<file path="config.mk">
export PLATFORM = sky130hd
export DESIGN_NAME = dfr_supervisor
export DESIGN_NICKNAME = d
export VERILOG_FILES = /design/src/verilog/dfr_pkg.sv /design/src/verilog/dfr_supervisor.sv
export SDC_FILE = /design/constraint.sdc
export NUM_CORES = 1
export LEC_CHECK = 0
export BUFFER_PORTS_ARGS = -buffer_cell sky130_fd_sc_hd__buf_4
export CAP_MARGIN = 40
export CORE_UTILIZATION = 50
export CTS_CLUSTER_SIZE = 8
export DETAILED_ROUTE_END_ITERATION = 8
export PLACE_DENSITY = 0.8
export SLEW_MARGIN = 20
export SYNTH_ARGS = -nofsm -noshare
export SYNTH_HDL_FRONTEND = slang
export SYNTH_SLANG_ARGS = --single-unit
export TNS_END_PERCENT = 20
</file>
<file path="constraint.sdc">
create_clock -name clk_sys -period 5.3 [get_ports clk_sys]
set_input_delay 0.265 -clock clk_sys [delete_from_list [all_inputs] [get_ports clk_sys]]
set_output_delay 0.265 -clock clk_sys [all_outputs]
set_load 0.005 [all_outputs]
</file>
<file path="src/verilog/dfr_pkg.sv">
/*
 * dfr_pkg: shared constants for the drive fault restart supervisor:
 * register offsets, field layouts, failure codes, timing and state types.
 * Assumes a 125 MHz system clock and a 32-bit APB register bus.
 */
package dfr_pkg;

	// register byte offsets
	localparam logic [11:0] DFR_OFF_CTRL       = 12'h000;
	localparam logic [11:0] DFR_OFF_MAX_CNT    = 12'h004;
	localparam logic [11:0] DFR_OFF_WINDOW     = 12'h008;
	localparam logic [11:0] DFR_OFF_DELAY      = 12'h00c;
	localparam logic [11:0] DFR_OFF_REMOTE_CLR = 12'h010;
	localparam logic [11:0] DFR_OFF_STATUS     = 12'h014;

	// control register fields
	localparam int DFR_CTRL_REMOTE_BIT = 0;
	localparam int DFR_CTRL_DIN_LSB    = 4;
	localparam int DFR_CTRL_AUTO_LSB   = 8;
	localparam int DFR_DIN_SEL_W       = 4;
	localparam int DFR_AUTO_W          = 5;

	// auto restart enable bits, one per failure type except short circuit
	localparam int DFR_EN_LOW_UDC  = 0;
	localparam int DFR_EN_HIGH_UDC = 1;
	localparam int DFR_EN_HIGH_CUR = 2;
	localparam int DFR_EN_HEATSINK = 3;
	localparam int DFR_EN_ANALOG   = 4;

	// remote clear register: bit that must be written as one
	localparam int DFR_RCLR_BIT = 0;

	// status register fields
	localparam int DFR_STAT_ST_LSB    = 0;
	localparam int DFR_STAT_WARN_BIT  = 2;
	localparam int DFR_STAT_CAUSE_BIT = 3;
	localparam int DFR_STAT_CODE_LSB  = 4;
	localparam int DFR_STAT_CNT_LSB   = 8;
	localparam int DFR_STAT_ARM_BIT   = 16;

	// failure codes shown to the operator
	localparam logic [3:0] DFR_CODE_NONE     = 4'h0;
	localparam logic [3:0] DFR_CODE_HEATSINK = 4'h1;
	localparam logic [3:0] DFR_CODE_HIGH_UDC = 4'h3;
	localparam logic [3:0] DFR_CODE_LOW_UDC  = 4'h4;
	localparam logic [3:0] DFR_CODE_SHORT    = 4'h5;
	localparam logic [3:0] DFR_CODE_HIGH_CUR = 4'h6;
	localparam logic [3:0] DFR_CODE_ANALOG   = 4'h8;

	// timing: millisecond tick derived from the clock period
	localparam int DFR_CLK_PERIOD_NS = 8;
	localparam int DFR_TICK_NS       = 1000000;
	localparam int DFR_TICK_CYCLES   = DFR_TICK_NS / DFR_CLK_PERIOD_NS;
	localparam int DFR_STOP_HOLD_S   = 2;
	localparam int DFR_STOP_HOLD_MS  = DFR_STOP_HOLD_S * 1000;
	localparam int DFR_BLINK_HALF_MS = 250;

	// supervisor states
	typedef enum logic [1:0] {
		DFR_ST_RUN   = 2'b00,
		DFR_ST_FAIL  = 2'b01,
		DFR_ST_READY = 2'b10,
		DFR_ST_DELAY = 2'b11
	} dfr_state_t;

	// complete state of the supervisor
	typedef struct packed {
		dfr_state_t        st;
		logic [16:0]       tick_cnt;
		logic              tick;
		logic [10:0]       key_ms;
		logic [15:0]       blink_ms;
		logic              blink;
		logic              warn;
		logic [3:0]        code;
		logic              auto_ok;
		logic              manual;
		logic [15:0]       delay_ms;
		logic [15:0]       win_ms;
		logic [7:0]        rst_cnt;
		logic              remote_en;
		logic [3:0]        din_sel;
		logic [4:0]        auto_en;
		logic [7:0]        max_cnt;
		logic [15:0]       win_len;
		logic [15:0]       delay_len;
		logic              armed;
		logic              pready;
		logic              pslverr;
		logic [31:0]       prdata;
		logic              run;
		logic              led;
		logic              disp_fail;
		logic              disp_warn;
		logic              ready;
	} dfr_regs_t;

	localparam dfr_regs_t DFR_REGS_RST = '0;

endpackage

</file>
<file path="src/verilog/dfr_supervisor.sv">
/*
 * dfr_supervisor: fault and warning supervisor of a motor drive converter.
 * Stops the drive on failures, flags warnings, clears failures by stop key,
 * digital input or a remote write pair, and runs limited automatic restarts.
 * Assumes all inputs synchronous to clk_sys and an APB master for setup.
 */
// Notes on behaviour
// - failure stops drive, steady red, message
// - no run until cause gone and cleared
// - warning keeps running, message, flashing red
// - warning clears at motor standstill
// - parameter access never blocked by faults
// - stop key held 2 s clears failure
// - selected digital input clears failure
// - two successive remote writes clear failure
// - cleared with cause present: hold ready
// - ready state restarts once cause gone
// - restarts limited to count per window
// - restart waits delay after cause gone
// - limit reached waits for clear or window end
// - auto restart only for enabled types
// - code 3 for high DC voltage
// - code 5 for short circuit
// - code 6 for excessive current
`timescale 1ns/1ps

module dfr_supervisor
#(
	parameter int TICK_CYCLES = dfr_pkg::DFR_TICK_CYCLES
)
(
	input  wire logic        clk_sys,
	input  wire logic        rst,
	input  wire logic        psel,
	input  wire logic        penable,
	input  wire logic        pwrite,
	input  wire logic [11:0] paddr,
	input  wire logic [31:0] pwdata,
	output logic             pready,
	output logic [31:0]      prdata,
	output logic             pslverr,
	input  wire logic        fault_low_udc,
	input  wire logic        fault_high_udc,
	input  wire logic        fault_short,
	input  wire logic        fault_high_cur,
	input  wire logic        fault_heatsink,
	input  wire logic        fault_analog,
	input  wire logic        warn_in,
	input  wire logic        motor_standstill,
	input  wire logic        stop_key,
	input  wire logic [7:0]  din,
	output logic             run_enable,
	output logic             red_led,
	output logic             show_failure,
	output logic             show_warning,
	output logic             ready_to_restart,
	output logic [3:0]       failure_code
);
	import dfr_pkg::*;

	localparam logic [16:0] TICK_LAST  = 17'(TICK_CYCLES - 1);
	localparam logic [10:0] KEY_LAST   = 11'(DFR_STOP_HOLD_MS - 1);
	localparam logic [15:0] BLINK_LAST = 16'(DFR_BLINK_HALF_MS - 1);

	dfr_regs_t s_reg;
	dfr_regs_t s_next;

	// failure cause and its code, by priority
	logic       cause;
	logic [3:0] new_code;
	logic       new_auto;

	always_comb
	begin
		cause = fault_short | fault_high_cur | fault_high_udc | fault_low_udc
			| fault_heatsink | fault_analog;
		new_code = DFR_CODE_NONE;
		new_auto = 1'b0;
		if (fault_short)
			new_code = DFR_CODE_SHORT;     // never restarts by itself
		else if (fault_high_cur)
		begin
			new_code = DFR_CODE_HIGH_CUR;
			new_auto = s_reg.auto_en[DFR_EN_HIGH_CUR];
		end
		else if (fault_high_udc)
		begin
			new_code = DFR_CODE_HIGH_UDC;
			new_auto = s_reg.auto_en[DFR_EN_HIGH_UDC];
		end
		else if (fault_low_udc)
		begin
			new_code = DFR_CODE_LOW_UDC;
			new_auto = s_reg.auto_en[DFR_EN_LOW_UDC];
		end
		else if (fault_heatsink)
		begin
			new_code = DFR_CODE_HEATSINK;
			new_auto = s_reg.auto_en[DFR_EN_HEATSINK];
		end
		else if (fault_analog)
		begin
			new_code = DFR_CODE_ANALOG;
			new_auto = s_reg.auto_en[DFR_EN_ANALOG];
		end
	end

	// next state of the whole supervisor
	logic wr;
	logic remote_clear;
	logic key_clear;
	logic din_clear;
	logic clear;

	always_comb
	begin
		s_next = s_reg;
		remote_clear = 1'b0;

		// millisecond time base
		if (s_reg.tick_cnt == TICK_LAST)
		begin
			s_next.tick_cnt = '0;
			s_next.tick = 1'b1;
		end
		else
		begin
			s_next.tick_cnt = s_reg.tick_cnt + 17'h00001;
			s_next.tick = 1'b0;
		end

		// apb setup phase: answer in the following access cycle
		s_next.pready = psel & ~penable;
		s_next.pslverr = 1'b0;
		s_next.prdata = '0;
		if (paddr == DFR_OFF_CTRL)
		begin
			s_next.prdata[DFR_CTRL_REMOTE_BIT] = s_reg.remote_en;
			s_next.prdata[DFR_CTRL_DIN_LSB +: DFR_DIN_SEL_W] = s_reg.din_sel;
			s_next.prdata[DFR_CTRL_AUTO_LSB +: DFR_AUTO_W] = s_reg.auto_en;
		end
		else if (paddr == DFR_OFF_MAX_CNT)
			s_next.prdata[7:0] = s_reg.max_cnt;
		else if (paddr == DFR_OFF_WINDOW)
			s_next.prdata[15:0] = s_reg.win_len;
		else if (paddr == DFR_OFF_DELAY)
			s_next.prdata[15:0] = s_reg.delay_len;
		else if (paddr == DFR_OFF_STATUS)
		begin
			s_next.prdata[DFR_STAT_ST_LSB +: 2] = s_reg.st;
			s_next.prdata[DFR_STAT_WARN_BIT] = s_reg.warn;
			s_next.prdata[DFR_STAT_CAUSE_BIT] = cause;
			s_next.prdata[DFR_STAT_CODE_LSB +: 4] = s_reg.code;
			s_next.prdata[DFR_STAT_CNT_LSB +: 8] = s_reg.rst_cnt;
			s_next.prdata[DFR_STAT_ARM_BIT] = s_reg.armed;
		end
		else if (paddr != DFR_OFF_REMOTE_CLR)
			s_next.pslverr = psel & ~penable; // unmapped; remote clear reads zero

		// apb writes; accepted in every supervisor state
		wr = psel & penable & s_reg.pready & pwrite & ~s_reg.pslverr;
		if (wr)
		begin
			if (paddr == DFR_OFF_REMOTE_CLR)
			begin
				if (pwdata[DFR_RCLR_BIT] & s_reg.armed)
				begin
					remote_clear = s_reg.remote_en;
					s_next.armed = 1'b0;
				end
				else
					s_next.armed = pwdata[DFR_RCLR_BIT] & s_reg.remote_en;
			end
			else
			begin
				// any other mapped write breaks the pair
				s_next.armed = 1'b0;
				if (paddr == DFR_OFF_CTRL)
				begin
					s_next.remote_en = pwdata[DFR_CTRL_REMOTE_BIT];
					s_next.din_sel = pwdata[DFR_CTRL_DIN_LSB +: DFR_DIN_SEL_W];
					s_next.auto_en = pwdata[DFR_CTRL_AUTO_LSB +: DFR_AUTO_W];
				end
				else if (paddr == DFR_OFF_MAX_CNT)
					s_next.max_cnt = pwdata[7:0];
				else if (paddr == DFR_OFF_WINDOW)
					s_next.win_len = pwdata[15:0];
				else if (paddr == DFR_OFF_DELAY)
					s_next.delay_len = pwdata[15:0];
			end
		end

		// stop key hold timer, restarted on release
		key_clear = 1'b0;
		if (!stop_key)
			s_next.key_ms = '0;
		else if (s_reg.tick && s_reg.key_ms != 11'(DFR_STOP_HOLD_MS))
		begin
			s_next.key_ms = s_reg.key_ms + 11'h001;
			key_clear = (s_reg.key_ms == KEY_LAST);
		end

		// selected digital input, 0 means none
		din_clear = (s_reg.din_sel != 4'h0) && (s_reg.din_sel <= 4'h8)
			&& din[3'(s_reg.din_sel - 4'h1)];

		clear = key_clear | din_clear | remote_clear;

		// warning flag: a new warning wins over standstill
		if (warn_in)
			s_next.warn = 1'b1;
		else if (motor_standstill)
			s_next.warn = 1'b0;

		// flash time base for the red indicator
		if (s_reg.tick)
		begin
			if (s_reg.blink_ms == BLINK_LAST)
			begin
				s_next.blink_ms = '0;
				s_next.blink = ~s_reg.blink;
			end
			else
				s_next.blink_ms = s_reg.blink_ms + 16'h0001;
		end

		// restart window: the count lapses once the window ends
		if (s_reg.rst_cnt != 8'h00 && s_reg.tick)
		begin
			if (s_reg.win_ms + 16'h0001 >= s_reg.win_len)
			begin
				s_next.rst_cnt = '0;
				s_next.win_ms = '0;
			end
			else
				s_next.win_ms = s_reg.win_ms + 16'h0001;
		end

		// supervisor state machine
		case (s_reg.st)
			DFR_ST_RUN:
			begin
				if (cause)
				begin
					s_next.st = DFR_ST_FAIL;
					s_next.code = new_code;
					s_next.auto_ok = new_auto;
				end
			end
			DFR_ST_FAIL:
			begin
				if (clear)
				begin
					s_next.manual = 1'b1;
					s_next.st = cause ? DFR_ST_READY : DFR_ST_RUN;
				end
				else if (!cause && s_reg.auto_ok && s_reg.rst_cnt < s_reg.max_cnt)
				begin
					s_next.manual = 1'b0;
					s_next.delay_ms = '0;
					s_next.st = DFR_ST_DELAY;
				end
			end
			DFR_ST_READY:
			begin
				if (!cause)
				begin
					s_next.delay_ms = '0;
					s_next.st = DFR_ST_DELAY;
				end
			end
			DFR_ST_DELAY:
			begin
				if (cause)
				begin
					s_next.st = DFR_ST_FAIL;
					s_next.code = new_code;
					s_next.auto_ok = new_auto;
				end
				else if (s_reg.tick)
				begin
					s_next.delay_ms = s_reg.delay_ms + 16'h0001;
					if (s_reg.delay_ms + 16'h0001 >= s_reg.delay_len)
					begin
						s_next.st = DFR_ST_RUN;
						if (!s_reg.manual && s_reg.rst_cnt != 8'hff)
						begin
							s_next.rst_cnt = s_next.rst_cnt + 8'h01;
							if (s_next.rst_cnt == 8'h01) // first counted restart opens window
								s_next.win_ms = '0;
						end
					end
				end
			end
			default:
				s_next.st = DFR_ST_FAIL;
		endcase

		// registered outputs follow the next state
		s_next.run = (s_next.st == DFR_ST_RUN);
		s_next.disp_fail = (s_next.st == DFR_ST_FAIL);
		s_next.disp_warn = (s_next.st == DFR_ST_RUN) && s_next.warn;
		s_next.ready = (s_next.st == DFR_ST_READY) || (s_next.st == DFR_ST_DELAY);
		if (s_next.st == DFR_ST_FAIL)
			s_next.led = 1'b1;
		else if (s_next.disp_warn)
			s_next.led = s_next.blink;
		else
			s_next.led = 1'b0;
	end

	// state register
	always_ff @(posedge clk_sys or posedge rst)
	begin
		if (rst)
			s_reg <= DFR_REGS_RST;
		else
			s_reg <= s_next;
	end

	// outputs straight from the state register
	assign pready           = s_reg.pready;
	assign prdata           = s_reg.prdata;
	assign pslverr          = s_reg.pslverr;
	assign run_enable       = s_reg.run;
	assign red_led          = s_reg.led;
	assign show_failure     = s_reg.disp_fail;
	assign show_warning     = s_reg.disp_warn;
	assign ready_to_restart = s_reg.ready;
	assign failure_code     = s_reg.code;

endmodule

</file>
==> impl_metrics.py, run 1 <==
metrics = {
    "global_routing": {
        "track_usage_pct": 24.21,
        "antenna_found_initial": 0,
        "grt_max_degree": 67,
        "globalRouteOverflowTotal": 0,
        "grt_pass1_vias": 7592,
        "grt_first_pass_wirelength_um": 38270,
    },
    "power": {
        "combPwrFrac_pct": 11.7,
        "power_w": 0.002931,
        "p_leak_nw": 5.355,
        "swShare_pct": 26.99,
        "switchingPower_w": 0.0007911,
        "peakVddDrop_uv": 211.5,
        "internal_power_w": 0.002140,
        "seqPwrFrac_pct": 46.4,
        "power-per-cell-area_nw_per_um2": 261.4,
        "p_clk_share_pct": 41.9,
    },
    "synthesis": {
        "yosysSeqAreaShare_pct": 42.61,
        "synth.distinct_cells": 76,
        "netlist_top_cells_count": "dfrtp_1, nand2_1, inv_1",
        "ys_async_sr_fraction_pct": 100.0,
        "ys_seq_elements": 169,
        "synth_area_leaders": "dfrtp_1, ha_1, nand2_1",
        "yosys_most_used_dff": "dfrtp_1",
        "yosys_warnings": 0,
        "synth_top_area_cell": "dfrtp_1",
        "netlist_area_sq_um": 9926,
        "synth-edff-count": 0,
        "synth.avg_cell_area_sq_um": 9.526,
        "yosysTopAreaCellShare_pct": 42.61,
        "synth.most_common_cell": "dfrtp_1",
        "synthCells": 1042,
    },
    "clock_tree": {
        "cts-root-buf": "clkbuf_16",
        "cts.sinks": 169,
        "ctsResizeCount": 0,
        "cts_buffer_depth": 2,
        "cts_hold_buffers": 1,
        "cts_setup_buffers": 0,
        "clk_pin_slew_ps": 70,
        "clock_latency_ps": 440,
        "cts_tree": "done",
        "h-tree-depth": 4,
        "numCtsBuffers": 17,
    },
    "worst_setup_path": {
        "critPathKind": "reg -> reg",
        "end_kind": "register",
        "arrival_ps": 5210,
        "crit_path_max_fanout": 16,
        "reg2reg_depth": 20,
        "rrSetupSlack_ps": 390,
        "critical_path.startpoint_type": "register",
        "cp_data_required_time_ps": 5610,
    },
    "sta": {
        "skew_ps": 10.10,
        "post-route-period-util_pct": 92.55,
        "rsz0062_at_grt": "false",
        "max_slew_margin_pct": 43.54,
        "slew_violations": 0,
        "fmax_mhz": 203.9,
        "worst_pin_slew_ps": 845.1,
        "setup_viol_count_final": 0,
        "hold_violations": 0,
        "layout_setup_ws_ps": 394.7,
        "fin_setup_tns_ps": 0,
        "min_period_ps": 4905,
    },
    "floorplan": {
        "fp-row-count": 51,
        "dieHeight_um": 142.9,
        "die_w_um": 142.9,
        "ios": 109,
        "core-area_sq_um": 19460,
        "die_area_sq_um": 20420,
        "start_util_pct": 51.00,
    },
    "routing": {
        "dr.pass1.iters": 6,
        "drt-total-wl_um": 23280,
        "vias": 7884,
        "wl_per_cell_um": 17.00,
        "vias_per_cell": 5.755,
        "remaining_drc_errors": 0,
        "drtAntennaViolNets": 0,
        "drt_iter0_markers": 744,
    },
    "finish": {
        "fin_nets": 1212,
        "areaGrowthSynthToFinish_pct": 12.98,
        "finish.instance_area_sq_um": 11210,
        "drive_gt1_share_pct": 14.93,
        "largest_reg_flops": 141,
        "stdcell_count": 1370,
        "antenna_cells": 0,
        "nFillCells": 1618,
    },
    "job": {
        "maxCapViolCount": 0,
    },
    "placed_design": {
        "dp.cells": 1334,
        "placed_area_sq_um": 10560,
        "hpwl_um": 16600,
        "port_buffers": 77,
        "gp_congestion": 0.8786,
        "place_ws_ps": 514.4,
    },
    "hold_path": {
        "hp-class": "in -> reg",
        "min_path_cells": 2,
    },
    "status": {
        "status": "completed",
    },
}
placed cells by master, fill, tap and decap left out, drive strengths merged, types with 3 or more instances in the layout:
master	instances
xor2	38
nor3	11
a21o	8
conb	15
and2	14
a22oi	20
xnor2	37
nand3b	5
nand2b	8
mux2	25
o21ai	66
o31ai	9
a22o	5
clkinvlp	6
nand2	96
o22ai	6
nand3	32
mux2i	14
or3	6
buf	89
dfrtp	169
a21oi	47
nor2b	15
a2111oi	3
inv	78
and4	5
nand4	34
nand4b	3
o21a	3
nor3b	5
and3	16
or4	6
a211oi	11
nor4	15
clkbuf	18
nor2	70
a221oi	3
ha	54
power by group through the flow:
stage               registers [W]  clock network, W  logic (W)
floorplan                 0.00137                 0   0.000237
global placement          0.00138                 0   0.000329
detailed placement        0.00138                 0   0.000336
CTS                       0.00136           0.00125   0.000338
global route              0.00136           0.00131   0.000379
finish                    0.00136           0.00123   0.000342
worst paths after layout:
kind | startpoint | end
setup reg to reg | s_reg[98] | s_reg[111]
max in group asynchronous | rst | s_reg[149]
setup / recovery | s_reg[98] | s_reg[111]
hold reg to reg | s_reg[175] | s_reg[175]
hold / removal | penable | pready
min in group asynchronous | rst | s_reg[158]
stage by stage:
step	hold WS [ps]	util, %
detailed placement	305.4	54.27
global route	0.3869	57.62
finish	15.09	57.62
global placement	306.4	54.08
floorplan	342.3	-
CTS	0.5524	57.31
area by class of cell:
type | instances | area, sq um | share of cell area [%]
Clock buffer | 17 | 425.4 | 3.793
Clock inverter | 15 | 157.7 | 1.406
Inverter | 71 | 271.5 | 2.421
Multi-Input combinational cell | 741 | 5055 | 45.07
Sequential cell | 169 | 4229 | 37.71
Tap cell | 265 | 331.6 | 2.957
Timing Repair Buffer | 92 | 744.5 | 6.638
worst max-delay path: stages, from the launching register on:
cell	delay, ps
dfrtp_1	410
ha_1	250
and3_1	220
nand3_1	280
nor3_1	320
xor2_1	290
ha_1	320
a21oi_1	170
nand2_1	80
a221o_1	450
a21oi_1	270
o21ai_0	210
inv_1	100
ha_1	230
and3_1	240
xnor2_1	130
a32o_1	180
nand4_1	80
o32ai_1	150
buf_4	270
a22oi_1	120
metal layers:
metal / global-route usage (%) / vias up / part of all wire, %
met4: 7.923 / 0 / 2.1
met5: 0 / - / 0
met1: 31.30 / 3839 / 43
met3: 4.795 / 36 / 5.8
li1: - / 3742 / -
met2: 40.66 / 267 / 50
cell families after synthesis:
| family | after synthesis | synth area share [%] |
|---|---|---|
| other | 1 | 0.03778 |
| buffers and inverters | 146 | 7.047 |
| muxes | 41 | 4.929 |
| and+or+nand+nor | 348 | 18.16 |
| DFF | 169 | 42.61 |
| xor gates and xnor gates | 75 | 6.618 |
| AOI/OAI and AO/OA | 208 | 13.79 |
| adders and majority gates | 54 | 6.807 |
Note: power is estimated with default switching activity, not from simulation.
==> run 2: changes to the inputs <==
clock period = 4.72 ns   (was 5.3 ns; I/O delays follow)
==> impl_metrics.py, run 2 (synthesis gave the netlist of run 1 again) <==
metrics = {
    "sta": {
        "hold_violations": 0,
        "fin_setup_tns_ps": 0,
        "fmax_mhz": 224.6,
        "skew_ps": 9.893,
        "hold_ws_ps": 32.77,
        "slew_violations": 0,
        "max_slew_margin_pct": 42.00,
        "post-route-period-util_pct": 94.33,
        "setup_viol_count_final": 0,
        "worst_pin_slew_ps": 870.0,
        "min_period_ps": 4452,
    },
    "global_routing": {
        "grt_pass1_vias": 7580,
        "track_usage_pct": 23.96,
        "grt_first_pass_wirelength_um": 37810,
        "grt_max_degree": 170,
        "globalRouteOverflowTotal": 0,
        "antenna_found_initial": 0,
    },
    "placed_design": {
        "dp.cells": 1335,
        "port_buffers": 77,
        "hpwl_um": 16500,
        "gp_congestion": 0.8770,
        "placed_area_sq_um": 10570,
    },
    "routing": {
        "vias_per_cell": 5.786,
        "drtAntennaViolNets": 0,
        "drt_iter0_markers": 693,
        "vias": 7933,
        "dr.pass1.iters": 6,
        "drt-total-wl_um": 23320,
        "remaining_drc_errors": 0,
        "wl_per_cell_um": 17.01,
    },
    "clock_tree": {
        "numCtsBuffers": 17,
        "cts.sinks": 169,
        "h-tree-depth": 4,
        "cts-root-buf": "clkbuf_16",
        "cts_buffer_depth": 2,
        "cts_tree": "done",
        "clock_latency_ps": 430,
        "clk_pin_slew_ps": 60,
    },
    "finish": {
        "largest_reg_flops": 141,
        "mostFrequentLayoutCell": "dfrtp_1",
        "nFillCells": 1627,
        "finish.instance_area_sq_um": 11200,
        "fin_nets": 1214,
        "areaGrowthSynthToFinish_pct": 12.84,
        "regArea_sq_um": 4229,
        "multi_input_area_sq_um": 5086,
        "final_cell_mix": "dfrtp_1, nand2_1, buf_4, inv_1, nor2_1",
        "antenna_cells": 0,
        "stdcell_count": 1371,
        "drive_gt1_share_pct": 15.55,
    },
    "hold_path": {
        "hp-class": "in -> reg",
        "min_path_cells": 3,
    },
    "floorplan": {
        "fp-row-count": 51,
        "core-area_sq_um": 19460,
        "ios": 109,
        "die_area_sq_um": 20420,
        "start_util_pct": 51.00,
        "dieHeight_um": 142.9,
        "die_w_um": 142.9,
    },
    "power": {
        "power-per-cell-area_nw_per_um2": 290.3,
        "peakVddDrop_uv": 214.3,
        "power_w": 0.003251,
        "p_leak_nw": 5.355,
    },
    "status": {
        "status": "completed",
    },
    "worst_setup_path": {
        "crit_family": "compound AO/OA/AOI/OAI gates",
        "path_buf_inv": 4,
        "crit_path_max_fanout": 8,
        "end_kind": "register",
        "critPathKind": "reg -> reg",
        "cp_cell_sequence": "ha_2, and3_1, nand3_1, buf_4, nor2_1, xnor2_1, ha_1, nand4_1, inv_1, a221o_2, a21oi_2, o21ai_0, inv_1, ha_2, and3_1, xnor2_1, a32o_1, nand4_1, o32ai_2, buf_4, a22oi_1",
        "crit_slowest_cell": "a221o_2",
        "arrival_ps": 4750,
        "cp.depth": 21,
        "cp_data_required_time_ps": 5020,
        "slowest_delay_ps": 410,
        "critical_path.startpoint_type": "register",
        "reg2reg_depth": 21,
    },
    "job": {
        "maxCapViolCount": 0,
    },
}
==> run 2: cell count changes in the layout (fill, tap and decap cells not counted), sizes merged <==
cell,previous run,this run
clkinv,1,7
bufinv,1,2
buf,89,93
clkbuf,18,19
clkdlybuf4s18,1,0
clkinvlp,6,4
inv,78,70
==> run 2: final timing paths <==
path / start / to / slack, ps
worst max register to register: s_reg[98] / s_reg[111] / 270
min in group asynchronous: rst / s_reg[163] / 80
worst min register to register: s_reg[170] / s_reg[170] / 490
worst min-delay path: pwdata[15] / s_reg[55] / 30
max in group asynchronous: rst / red_led / 4030
worst max-delay path: s_reg[98] / s_reg[111] / 270
==> run 2: per-stage QoR <==
| stage | utilization (%) | setup WS [ps] |
|---|---|---|
| 2_1_floorplan | - | 258.1 |
| 3_3_place_gp | 54.25 | 377.4 |
| 3_5_place_dp | 54.31 | 124.6 |
| 4_1_cts | 57.25 | 92.75 |
| 5_1_grt | 57.55 | -1.385 |
| 6_report | 57.55 | 267.8 |
==> run 2: power breakdown <==
group / internal [W] / switching [W]
logic: 0.000165 / 0.000211
clock network: 0.000773 / 0.000571
registers: 0.00149 / 0.0000413
==> run 2: cell type report <==
class                   count  area share, %
multi-input cells         741          45.41
flip-flops and latches    169          37.76
repair buffers             94          6.446
clock buffers              19          3.865
well taps                 265          2.960
inverters                  71          2.413
clock inverters            12          1.151
==> run 2: timing repair <==
action	4_1_cts	5_1_grt
endpoints found under the setup margin	0	16
setup buffers	0	2
endpoints found under the hold margin	1	0
hold buffers	1	0
gates resized for setup	0	13
==> run 2: worst min-delay path, cell delays in order <==
cell     delay, ps
buf_4           90
nand2_1         40
o21ai_0         60
==> run 2: per-layer routing <==
layer	global-route usage, %	vias up	wire length (um)
li1	-	3735	-
met1	29.98	3843	9852
met2	40.14	297	11280
met3	4.728	58	1365
met4	10.70	0	819
met5	0	-	0
